===== src/hdl/ric_pkg.sv =====
// Constants, register map and state type for the relay input conditioner.
// Assumes a single 25 MHz clock and an APB master on the register side.
// What this block does
// - Per field input polarity: open type activates rising, closed type falling.
// - One delay per field input, 0.00 to 60.00 s, for both directions.
// - Qualified active edge sets an on-event flag when its enable is on.
// - Qualified inactive edge sets an off-event flag when its enable is on.
// - Active edge raises an alarm display request when alarm display is enabled.
// - Saturating-range 16-bit active edge counter per input, preset by privileged write.
// - Each input group has ac or dc mode; configurer picks ac for ac supply.
// - Qualified state of every field input is readable, 1 means active.
// - Twenty stored soft inputs act as signal sources like field inputs.
// - A soft input write takes effect well within 5 ms.
// - Panel, communication bus and configuration tool may all overwrite soft inputs.
// - Twenty soft outputs with readable status.
// - Direct soft output write accepted only while force flag is on.
package ric_pkg;

  // ==========================================
  // Sizes
  localparam int NUM_FIELD = 8;
  localparam int GROUP_SIZE = 4;
  localparam int NUM_GROUP = 2;
  localparam int NUM_SOFT = 20;
  localparam int DLY_W = 13;
  localparam int CNT_W = 16;
  localparam int TDIV_W = 18;

  // ==========================================
  // Timing
  localparam int CLK_HZ = 25000000;
  localparam int TICK_MS = 10;
  localparam int TICK_CYCLES = CLK_HZ / 1000 * TICK_MS;
  localparam int DLY_MAX_S = 60;
  localparam logic [DLY_W-1:0] DLY_MAX = 13'(DLY_MAX_S * 1000 / TICK_MS);
  localparam int SOFT_IN_MS = 5;
  localparam int SOFT_IN_CYCLES = CLK_HZ / 1000 * SOFT_IN_MS;
  localparam logic [CNT_W-1:0] CNT_MAX = 16'hFFFF;

  // ==========================================
  // Register map, byte addresses
  localparam logic [7:0] CTRL_OFS = 8'h00;
  localparam logic [7:0] EVCFG_OFS = 8'h04;
  localparam logic [7:0] POLAR_OFS = 8'h08;
  localparam logic [7:0] STATE_OFS = 8'h0C;
  localparam logic [7:0] SOFTIN_OFS = 8'h10;
  localparam logic [7:0] SOFTOUT_OFS = 8'h14;
  localparam logic [7:0] ISTS_OFS = 8'h18;
  localparam logic [7:0] IEN_OFS = 8'h1C;
  localparam logic [7:0] ICLR_OFS = 8'h20;
  localparam logic [7:0] DLY_BASE = 8'h40;
  localparam logic [7:0] CNT_BASE = 8'h60;

  // Field positions
  localparam int CTRL_FORCE_BIT = 0;
  localparam int CTRL_AC_LSB = 1;
  localparam int EV_ON_LSB = 0;
  localparam int EV_OFF_LSB = 8;
  localparam int EV_ALM_LSB = 16;
  localparam int EV_W = 24;

  // Reset values
  localparam logic [DLY_W-1:0] DLY_RST = 13'h0000;
  localparam logic [NUM_FIELD-1:0] EVEN_RST = 8'h00;

  typedef struct packed {
    logic force_on;
    logic [NUM_GROUP-1:0] ac_mode;
    logic [NUM_FIELD-1:0] on_en;
    logic [NUM_FIELD-1:0] off_en;
    logic [NUM_FIELD-1:0] alm_en;
    logic [NUM_FIELD-1:0] nc;
    logic [NUM_FIELD-1:0][DLY_W-1:0] dly;
    logic [NUM_FIELD-1:0][DLY_W-1:0] qcnt;
    logic [NUM_FIELD-1:0] qual;
    logic [NUM_FIELD-1:0] ac_seen;
    logic [NUM_FIELD-1:0] ac_hold;
    logic [NUM_FIELD-1:0][CNT_W-1:0] ecnt;
    logic [NUM_SOFT-1:0] soft_in;
    logic [NUM_SOFT-1:0] soft_out;
    logic [NUM_FIELD-1:0] alarm;
    logic [EV_W-1:0] ists;
    logic [EV_W-1:0] ien;
    logic [31:0] rdata;
    logic slverr;
    logic [TDIV_W-1:0] tdiv;
  } ric_state_t;

endpackage : ric_pkg


===== src/hdl/ric_top.sv =====
// Relay input conditioner: field input qualification, soft inputs and
// soft outputs, event flags, edge counters and an APB register file.
// Assumes field levels already synchronous to core_clk_i.
//
// The APB slave port and the register addresses are this design's own decisions.
`timescale 1ns/1ps

module ric_top #(
  parameter int TICK_CYCLES = ric_pkg::TICK_CYCLES // Cycles per 10 ms tick
) (
  input wire logic core_clk_i, // 25 MHz clock
  input wire logic rst_i, // Async reset, high
  input wire logic psel_i, // APB select
  input wire logic penable_i, // APB enable
  input wire logic pwrite_i, // APB write
  input wire logic [7:0] paddr_i, // APB byte address
  input wire logic [31:0] pwdata_i, // APB write data
  input wire logic [2:0] pprot_i, // APB protection, bit0 privileged
  output logic [31:0] prdata_o, // APB read data
  output logic pready_o, // APB ready
  output logic pslverr_o, // APB error
  input wire logic [ric_pkg::NUM_FIELD-1:0] field_input_i, // Raw contact levels
  input wire logic [ric_pkg::NUM_SOFT-1:0] soft_out_src_i, // Matrix drive of soft outputs
  input wire logic panel_we_i, // Panel soft input write strobe
  input wire logic [4:0] panel_idx_i, // Panel soft input index
  input wire logic panel_val_i, // Panel soft input value
  input wire logic comm_we_i, // Comm bus soft input write strobe
  input wire logic [4:0] comm_idx_i, // Comm bus soft input index
  input wire logic comm_val_i, // Comm bus soft input value
  output logic [ric_pkg::NUM_FIELD-1:0] field_state_o, // Qualified states
  output logic [ric_pkg::NUM_SOFT-1:0] soft_input_o, // Soft input states
  output logic [ric_pkg::NUM_SOFT-1:0] soft_output_o, // Soft output states
  output logic [ric_pkg::NUM_FIELD-1:0] alarm_req_o, // Alarm display pulse
  output logic irq_o // Interrupt level
);
  import ric_pkg::*;

  ric_state_t s_reg;
  ric_state_t s_next;

  // ==========================================
  // Helpers
  function automatic logic in_win(input logic [7:0] a, input logic [7:0] base);
    in_win = (a >= base) && (a < base + 8'(NUM_FIELD * 4)) && (a[1:0] == 2'b00);
  endfunction : in_win

  function automatic logic [2:0] win_idx(input logic [7:0] a, input logic [7:0] base);
    logic [7:0] d;
    d = a - base;
    win_idx = d[4:2];
  endfunction : win_idx

  function automatic logic [CNT_W-1:0] sat_inc(input logic [CNT_W-1:0] v);
    sat_inc = (v == CNT_MAX) ? v : v + 16'h0001;
  endfunction : sat_inc

  // ==========================================
  // Next state
  always_comb begin
    logic tick;
    logic lvl;
    logic rise;
    logic fall;
    logic setup;
    logic wr;
    logic [EV_W-1:0] ev;
    logic [EV_W-1:0] clr;
    logic [2:0] k;
    tick = 1'b0;
    setup = 1'b0;
    wr = 1'b0;
    lvl = 1'b0;
    rise = 1'b0;
    fall = 1'b0;
    ev = '0;
    clr = '0;
    k = '0;
    s_next = s_reg;
    s_next.alarm = '0;

    // Shared 10 ms time base; keeps per-input timers narrow
    tick = (s_reg.tdiv == TDIV_W'(TICK_CYCLES - 1));
    s_next.tdiv = tick ? '0 : s_reg.tdiv + 18'h00001;

    for (int i = 0; i < NUM_FIELD; i++) begin
      // Ac mode: any high sample inside a tick window counts as energised
      s_next.ac_seen[i] = tick ? 1'b0 : (s_reg.ac_seen[i] | field_input_i[i]);
      if (tick) begin
        s_next.ac_hold[i] = s_reg.ac_seen[i] | field_input_i[i];
      end
      lvl = s_reg.ac_mode[i / GROUP_SIZE] ? s_reg.ac_hold[i] : field_input_i[i];
      lvl = lvl ^ s_reg.nc[i];
      if (lvl == s_reg.qual[i]) begin
        s_next.qcnt[i] = '0;
      end else if (s_reg.dly[i] == '0) begin
        s_next.qual[i] = lvl;
        s_next.qcnt[i] = '0;
      end else if (tick) begin
        // One extra tick so a partial first window never shortens the delay
        if (s_reg.qcnt[i] == s_reg.dly[i]) begin
          s_next.qual[i] = lvl;
          s_next.qcnt[i] = '0;
        end else begin
          s_next.qcnt[i] = s_reg.qcnt[i] + 13'h0001;
        end
      end
      rise = s_next.qual[i] & ~s_reg.qual[i];
      fall = s_reg.qual[i] & ~s_next.qual[i];
      if (rise) begin
        s_next.ecnt[i] = sat_inc(s_reg.ecnt[i]);
      end
      ev[EV_ON_LSB + i] = rise & s_reg.on_en[i];
      ev[EV_OFF_LSB + i] = fall & s_reg.off_en[i];
      ev[EV_ALM_LSB + i] = rise & s_reg.alm_en[i];
      s_next.alarm[i] = rise & s_reg.alm_en[i];
    end

    // Soft outputs follow the matrix unless forced
    if (!s_reg.force_on) begin
      s_next.soft_out = soft_out_src_i;
    end

    // Soft input writers; later writer wins in a shared cycle
    if (panel_we_i && (panel_idx_i < 5'(NUM_SOFT))) begin
      s_next.soft_in[panel_idx_i] = panel_val_i;
    end
    if (comm_we_i && (comm_idx_i < 5'(NUM_SOFT))) begin
      s_next.soft_in[comm_idx_i] = comm_val_i;
    end

    // ==========================================
    // APB slave: decode in setup, act in access
    setup = psel_i & ~penable_i;
    wr = psel_i & penable_i & pwrite_i & ~s_reg.slverr;
    if (setup) begin
      s_next.rdata = '0;
      s_next.slverr = 1'b0;
      case (paddr_i)
        CTRL_OFS: begin
          s_next.rdata[CTRL_FORCE_BIT] = s_reg.force_on;
          s_next.rdata[CTRL_AC_LSB +: NUM_GROUP] = s_reg.ac_mode;
        end
        EVCFG_OFS: begin
          s_next.rdata[EV_W-1:0] = {s_reg.alm_en, s_reg.off_en, s_reg.on_en};
        end
        POLAR_OFS: s_next.rdata[NUM_FIELD-1:0] = s_reg.nc;
        STATE_OFS: s_next.rdata[NUM_FIELD-1:0] = s_reg.qual;
        SOFTIN_OFS: s_next.rdata[NUM_SOFT-1:0] = s_reg.soft_in;
        SOFTOUT_OFS: s_next.rdata[NUM_SOFT-1:0] = s_reg.soft_out;
        ISTS_OFS: s_next.rdata[EV_W-1:0] = s_reg.ists;
        IEN_OFS: s_next.rdata[EV_W-1:0] = s_reg.ien;
        ICLR_OFS: s_next.rdata = '0;
        default: begin
          if (in_win(paddr_i, DLY_BASE)) begin
            s_next.rdata[DLY_W-1:0] = s_reg.dly[win_idx(paddr_i, DLY_BASE)];
          end else if (in_win(paddr_i, CNT_BASE)) begin
            s_next.rdata[CNT_W-1:0] = s_reg.ecnt[win_idx(paddr_i, CNT_BASE)];
            // Preset needs a privileged access
            s_next.slverr = pwrite_i & ~pprot_i[0];
          end else begin
            s_next.slverr = 1'b1;
          end
        end
      endcase
    end

    if (wr) begin
      case (paddr_i)
        CTRL_OFS: begin
          s_next.force_on = pwdata_i[CTRL_FORCE_BIT];
          s_next.ac_mode = pwdata_i[CTRL_AC_LSB +: NUM_GROUP];
        end
        EVCFG_OFS: begin
          s_next.on_en = pwdata_i[EV_ON_LSB +: NUM_FIELD];
          s_next.off_en = pwdata_i[EV_OFF_LSB +: NUM_FIELD];
          s_next.alm_en = pwdata_i[EV_ALM_LSB +: NUM_FIELD];
        end
        POLAR_OFS: s_next.nc = pwdata_i[NUM_FIELD-1:0];
        SOFTIN_OFS: s_next.soft_in = pwdata_i[NUM_SOFT-1:0];
        SOFTOUT_OFS: begin
          if (s_reg.force_on) begin
            s_next.soft_out = pwdata_i[NUM_SOFT-1:0];
          end
        end
        IEN_OFS: s_next.ien = pwdata_i[EV_W-1:0];
        ICLR_OFS: clr = pwdata_i[EV_W-1:0];
        default: begin
          if (in_win(paddr_i, DLY_BASE)) begin
            k = win_idx(paddr_i, DLY_BASE);
            // Out-of-range delay is clipped to 60.00 s
            s_next.dly[k] = (pwdata_i[DLY_W-1:0] > DLY_MAX) ? DLY_MAX : pwdata_i[DLY_W-1:0];
            s_next.qcnt[k] = '0;
          end else if (in_win(paddr_i, CNT_BASE)) begin
            s_next.ecnt[win_idx(paddr_i, CNT_BASE)] = pwdata_i[CNT_W-1:0];
          end
        end
      endcase
    end

    // Hardware set beats software clear
    s_next.ists = (s_reg.ists & ~clr) | ev;
  end

  // ==========================================
  // State register
  always_ff @(posedge core_clk_i or posedge rst_i) begin
    if (rst_i) begin
      s_reg <= '0;
    end else begin
      s_reg <= s_next;
    end
  end

  // ==========================================
  // Outputs
  assign prdata_o = s_reg.rdata;
  assign pslverr_o = s_reg.slverr & psel_i & penable_i;
  assign pready_o = 1'b1;
  assign field_state_o = s_reg.qual;
  assign soft_input_o = s_reg.soft_in;
  assign soft_output_o = s_reg.soft_out;
  assign alarm_req_o = s_reg.alarm;
  assign irq_o = |(s_reg.ists & s_reg.ien);

endmodule : ric_top


===== config.mk =====
export PLATFORM = sky130hd
export DESIGN_NAME = ric_top
export DESIGN_NICKNAME = d
export VERILOG_FILES = /design/src/hdl/ric_pkg.sv /design/src/hdl/ric_top.sv
export SDC_FILE = /design/constraint.sdc
export NUM_CORES = 2
export LEC_CHECK = 0
export BUFFER_PORTS_ARGS = -buffer_cell sky130_fd_sc_hd__buf_2
export CAP_MARGIN = 20
export CORE_MARGIN = 8
export CORE_UTILIZATION = 60
export CTS_CLUSTER_DIAMETER = 40
export DETAILED_ROUTE_END_ITERATION = 10
export PLACE_DENSITY_LB_ADDON = 0.05
export SETUP_SLACK_MARGIN = 0.15
export SYNTH_ARGS = -nofsm -noshare
export SYNTH_HDL_FRONTEND = slang
export SYNTH_SLANG_ARGS = --single-unit

===== constraint.sdc =====
create_clock -name core_clk_i -period 19.7 [get_ports core_clk_i]
set_input_delay 2.955 -clock core_clk_i [delete_from_list [all_inputs] [get_ports core_clk_i]]
set_output_delay 2.955 -clock core_clk_i [all_outputs]
set_load 0.02 [all_outputs]

==> run summary <==
By area the synthesized netlist is led by sky130_fd_sc_hd__dfrtp_1, sky130_fd_sc_hd__mux4_2, sky130_fd_sc_hd__nand2_1. The floorplan row count was 81; the clock-pin slew reported for the worst setup and hold paths after clock tree synthesis was 50 ps. The relative max-transition margin came out at 0.210. The number of buffers inserted by hold repair at cts was 0. The static leakage power was 14.8 nW. The fraction of registers with async set or reset after synthesis came out at 1.00. After global routing the overflow that remains totals 0. In this run the worst path has a maximum fanout of 3. The run gives 3,928 as the fill cell instance count of the final layout. Counting I/O delays and the setup requirement, the final critical path takes 6320 ps.

The DRC violation count after routing is 0, and the number of cells on the worst reg-to-reg path is 10. The run gives 24,500 as the total number of vias. Worst hold path endpoint: s_reg[0]$_DFF_PP0_. The tools report the initial core utilization as 0.609. The routed design has 92,500 um of wire. Global-route wire length before repair: 142,000 um.

The last weighted congestion value of the routability-driven placer is 0.957, and the post-layout net count is 3,278. The slack of the worst reg-to-reg path was 15,500 ps; the average vias per placed instance was 6.27. Across the whole layout, storage elements account for 0.0134 mm2. The repair_antennas step left the layout with diodes totalling 0. In this run the most critical hold path is launched from s_reg[0]$_DFF_PP0_. The power per unit of standard cell area came out at 94.6 mW/mm2. The count of port buffers added during placement is 161, and the count of mapped cells out of synthesis is 3,130. The number of cells on the worst hold path was 1; the horizontal die dimension was 239 um.

The setup path with the least slack is of type primary input to primary output. The sequential share of the synthesized area is 0.447. Setup repair after global routing left no endpoint under its margin. TritonCTS created 84 clock buffers. Overall power of the completed layout: 3.17 mW. The tree is rooted in a sky130_fd_sc_hd__clkbuf_16. The logs give 0 for the count of final max-slew check failures and 0 for the max-capacitance violation count. The later pin in the worst-skew pair is clocked with a latency of 630 ps.

The floorplan step defined a core boundary enclosing 0.0491 mm2. TritonCTS built the clock tree. The worst register-to-register path ends at s_reg[224]$_DFF_PP0_.

The number of different library cells used by synthesis comes to 67. The tools report the total global-route track usage as 0.321. Clock tree synthesis found a total of 534 sinks. Clock skew on the completed layout was measured at 20.3 ps. The run gives 23,500 as the via count of the first global-routing pass. Launching element type of the critical path: a primary input. The logs give 0 for the post-CTS setup repair buffer count and 3360 ps for the arrival time reported for the critical path endpoint. After routing, the total negative slack on setup checks comes to 0 ps. The portion of the clock cycle consumed by the worst path in the final layout came out at 0.321. At the pin with the least slew margin, the transition time is 1190 ps.

Antenna violation net count after detailed routing: 0. The most used flip-flop cell after synthesis is sky130_fd_sc_hd__dfrtp_1. Yosys printed 0 warnings.

The vertical extent of the die was 239 um. The iteration-0 DRC count of the detailed router was 2,812. In this run, synthesis inferred 0 flip-flops with an integrated enable.

The library cell used most frequently in the layout, excluding fill and tap cells, is sky130_fd_sc_hd__dfrtp_1. The required time of the critical path is 16,750 ps, and the total of flip-flops plus latches after synthesis is 534. The longest clock path from root to sink contains 3 buffers.

The worst setup path is captured at a primary output. For this design the top-level I/O count stands at 181. The worst IR drop on VDD is 63.6 uV, and the half-perimeter wire length after placement is 64,900 um.

The number of antenna violations at the first check in global routing was 1. For the full die area, the log shows 0.0572 mm2. Maximum number of pins on one net before global-route repair: 163. The number of gates given a new drive strength after cts came out at 0.

The worst hold path belongs to the class register to register. The flow ran to the end, and the final reports show no timing, DRC or antenna violations. A synthesized cell averages 9.54 um2. Static timing analysis puts the maximum clock frequency at 158 MHz. The register with the most flip-flops in the layout has 454 of them. The area occupied by multi-input gates came out at 0.0152 mm2. From synthesis to final layout, the design area changed by 12.2%. The setup violation total in the final timing report is 0. The logs give 0 for the final number of hold-violating endpoints and 7 for the number of detailed-route iterations in the first pass. In this run the number of H-tree levels came out at 3. Largest area contributor in the netlist: sky130_fd_sc_hd__dfrtp_1. The total standard cell area after synthesis is 0.0299 mm2. Launching point of the worst reg2reg path: s_reg[0]$_DFF_PP0_.

Leaving out fill and tap cells, the most frequent cells in the layout are sky130_fd_sc_hd__dfrtp_1, sky130_fd_sc_hd__nand2_1, sky130_fd_sc_hd__nor2_1, sky130_fd_sc_hd__o21ai_0, sky130_fd_sc_hd__xor2_1. After detailed routing, the average wire length per cell comes to 23.7 um. Share of Yosys cell area claimed by the top area cell type: 0.447. The fraction of layout cells with a size suffix above 1 is 0.164.
## through the flow
step                      instance area [um2]  utilization  hold slack (ps)  worst slack, ps  std cells
after floorplan                         29900            -              425             1820       3137
after global placement                  30600        0.623              445            13390       3746
after detailed placement                30600        0.624              445            13380       3748
after CTS                               33500        0.683              452            13380       3901
after global routing                    33500        0.683              481            13380       3902
final                                   33500        0.683              448            13380       3902
## kinds of logic after synthesis
kind of cell / after synthesis / synth area share
xor gates and xnor gates: 316 / 0.0926
adders and majority gates: 17 / 0.00712
muxes: 240 / 0.117
buffers and inverters: 272 / 0.0465
and+or+nand+nor: 1263 / 0.195
other: 2 / 0.000251
AOI/OAI and AO/OA: 486 / 0.0939
DFF: 534 / 0.447
## layout make-up
cell class              instances  area share
multi-input cells            2331       0.453
flip-flops and latches        534       0.399
clock buffers                  99      0.0672
repair buffers                202      0.0351
well taps                     664      0.0248
clock inverters                54      0.0189
inverters                      18     0.00224
## cells in the mapped netlist, types with 77 or more instances
library cell               instances
sky130_fd_sc_hd__dfrtp_1         534
sky130_fd_sc_hd__mux4_2           80
sky130_fd_sc_hd__a21oi_1         124
sky130_fd_sc_hd__mux2_2           83
sky130_fd_sc_hd__nand4_1          92
sky130_fd_sc_hd__o21ai_0         236
sky130_fd_sc_hd__clkbuf_1        124
sky130_fd_sc_hd__nor2_1          308
sky130_fd_sc_hd__mux2i_1          77
sky130_fd_sc_hd__nand3_1         149
sky130_fd_sc_hd__xnor2_1         123
sky130_fd_sc_hd__xor2_1          193
sky130_fd_sc_hd__nand2_1         477
sky130_fd_sc_hd__buf_4            89
## worst max-delay path: stages
cell                     delay (ps)
sky130_fd_sc_hd__buf_2          110
sky130_fd_sc_hd__and3_1         150
sky130_fd_sc_hd__buf_2          150
## worst max-delay path by stage
stage | endpoint | slack [ps] | startpoint | cells past startpoint
CTS | pslverr_o | 13380 | penable_i | 3
finish | pslverr_o | 13380 | penable_i | 3
global placement | pslverr_o | 13390 | penable_i | 3
floorplan | alarm_req_o[0]$_DFF_PP0_ | 1820 | rst_i | 1
detailed placement | pslverr_o | 13380 | penable_i | 3
global route | pslverr_o | 13380 | penable_i | 3
## metal layers
metal	vias to the layer above	track usage	share of wire
met4	2	0.111	0.035
met2	1176	0.484	0.45
met5	-	0	0.00019
met1	12100	0.457	0.42
li1	11000	-	-
met3	205	0.0707	0.099
## where the power goes
group	switching (mW)	internal, mW
clock	0.561	0.957
sequential	0.102	1.17
combinational	0.233	0.149
(Power assumes the default switching activity.)
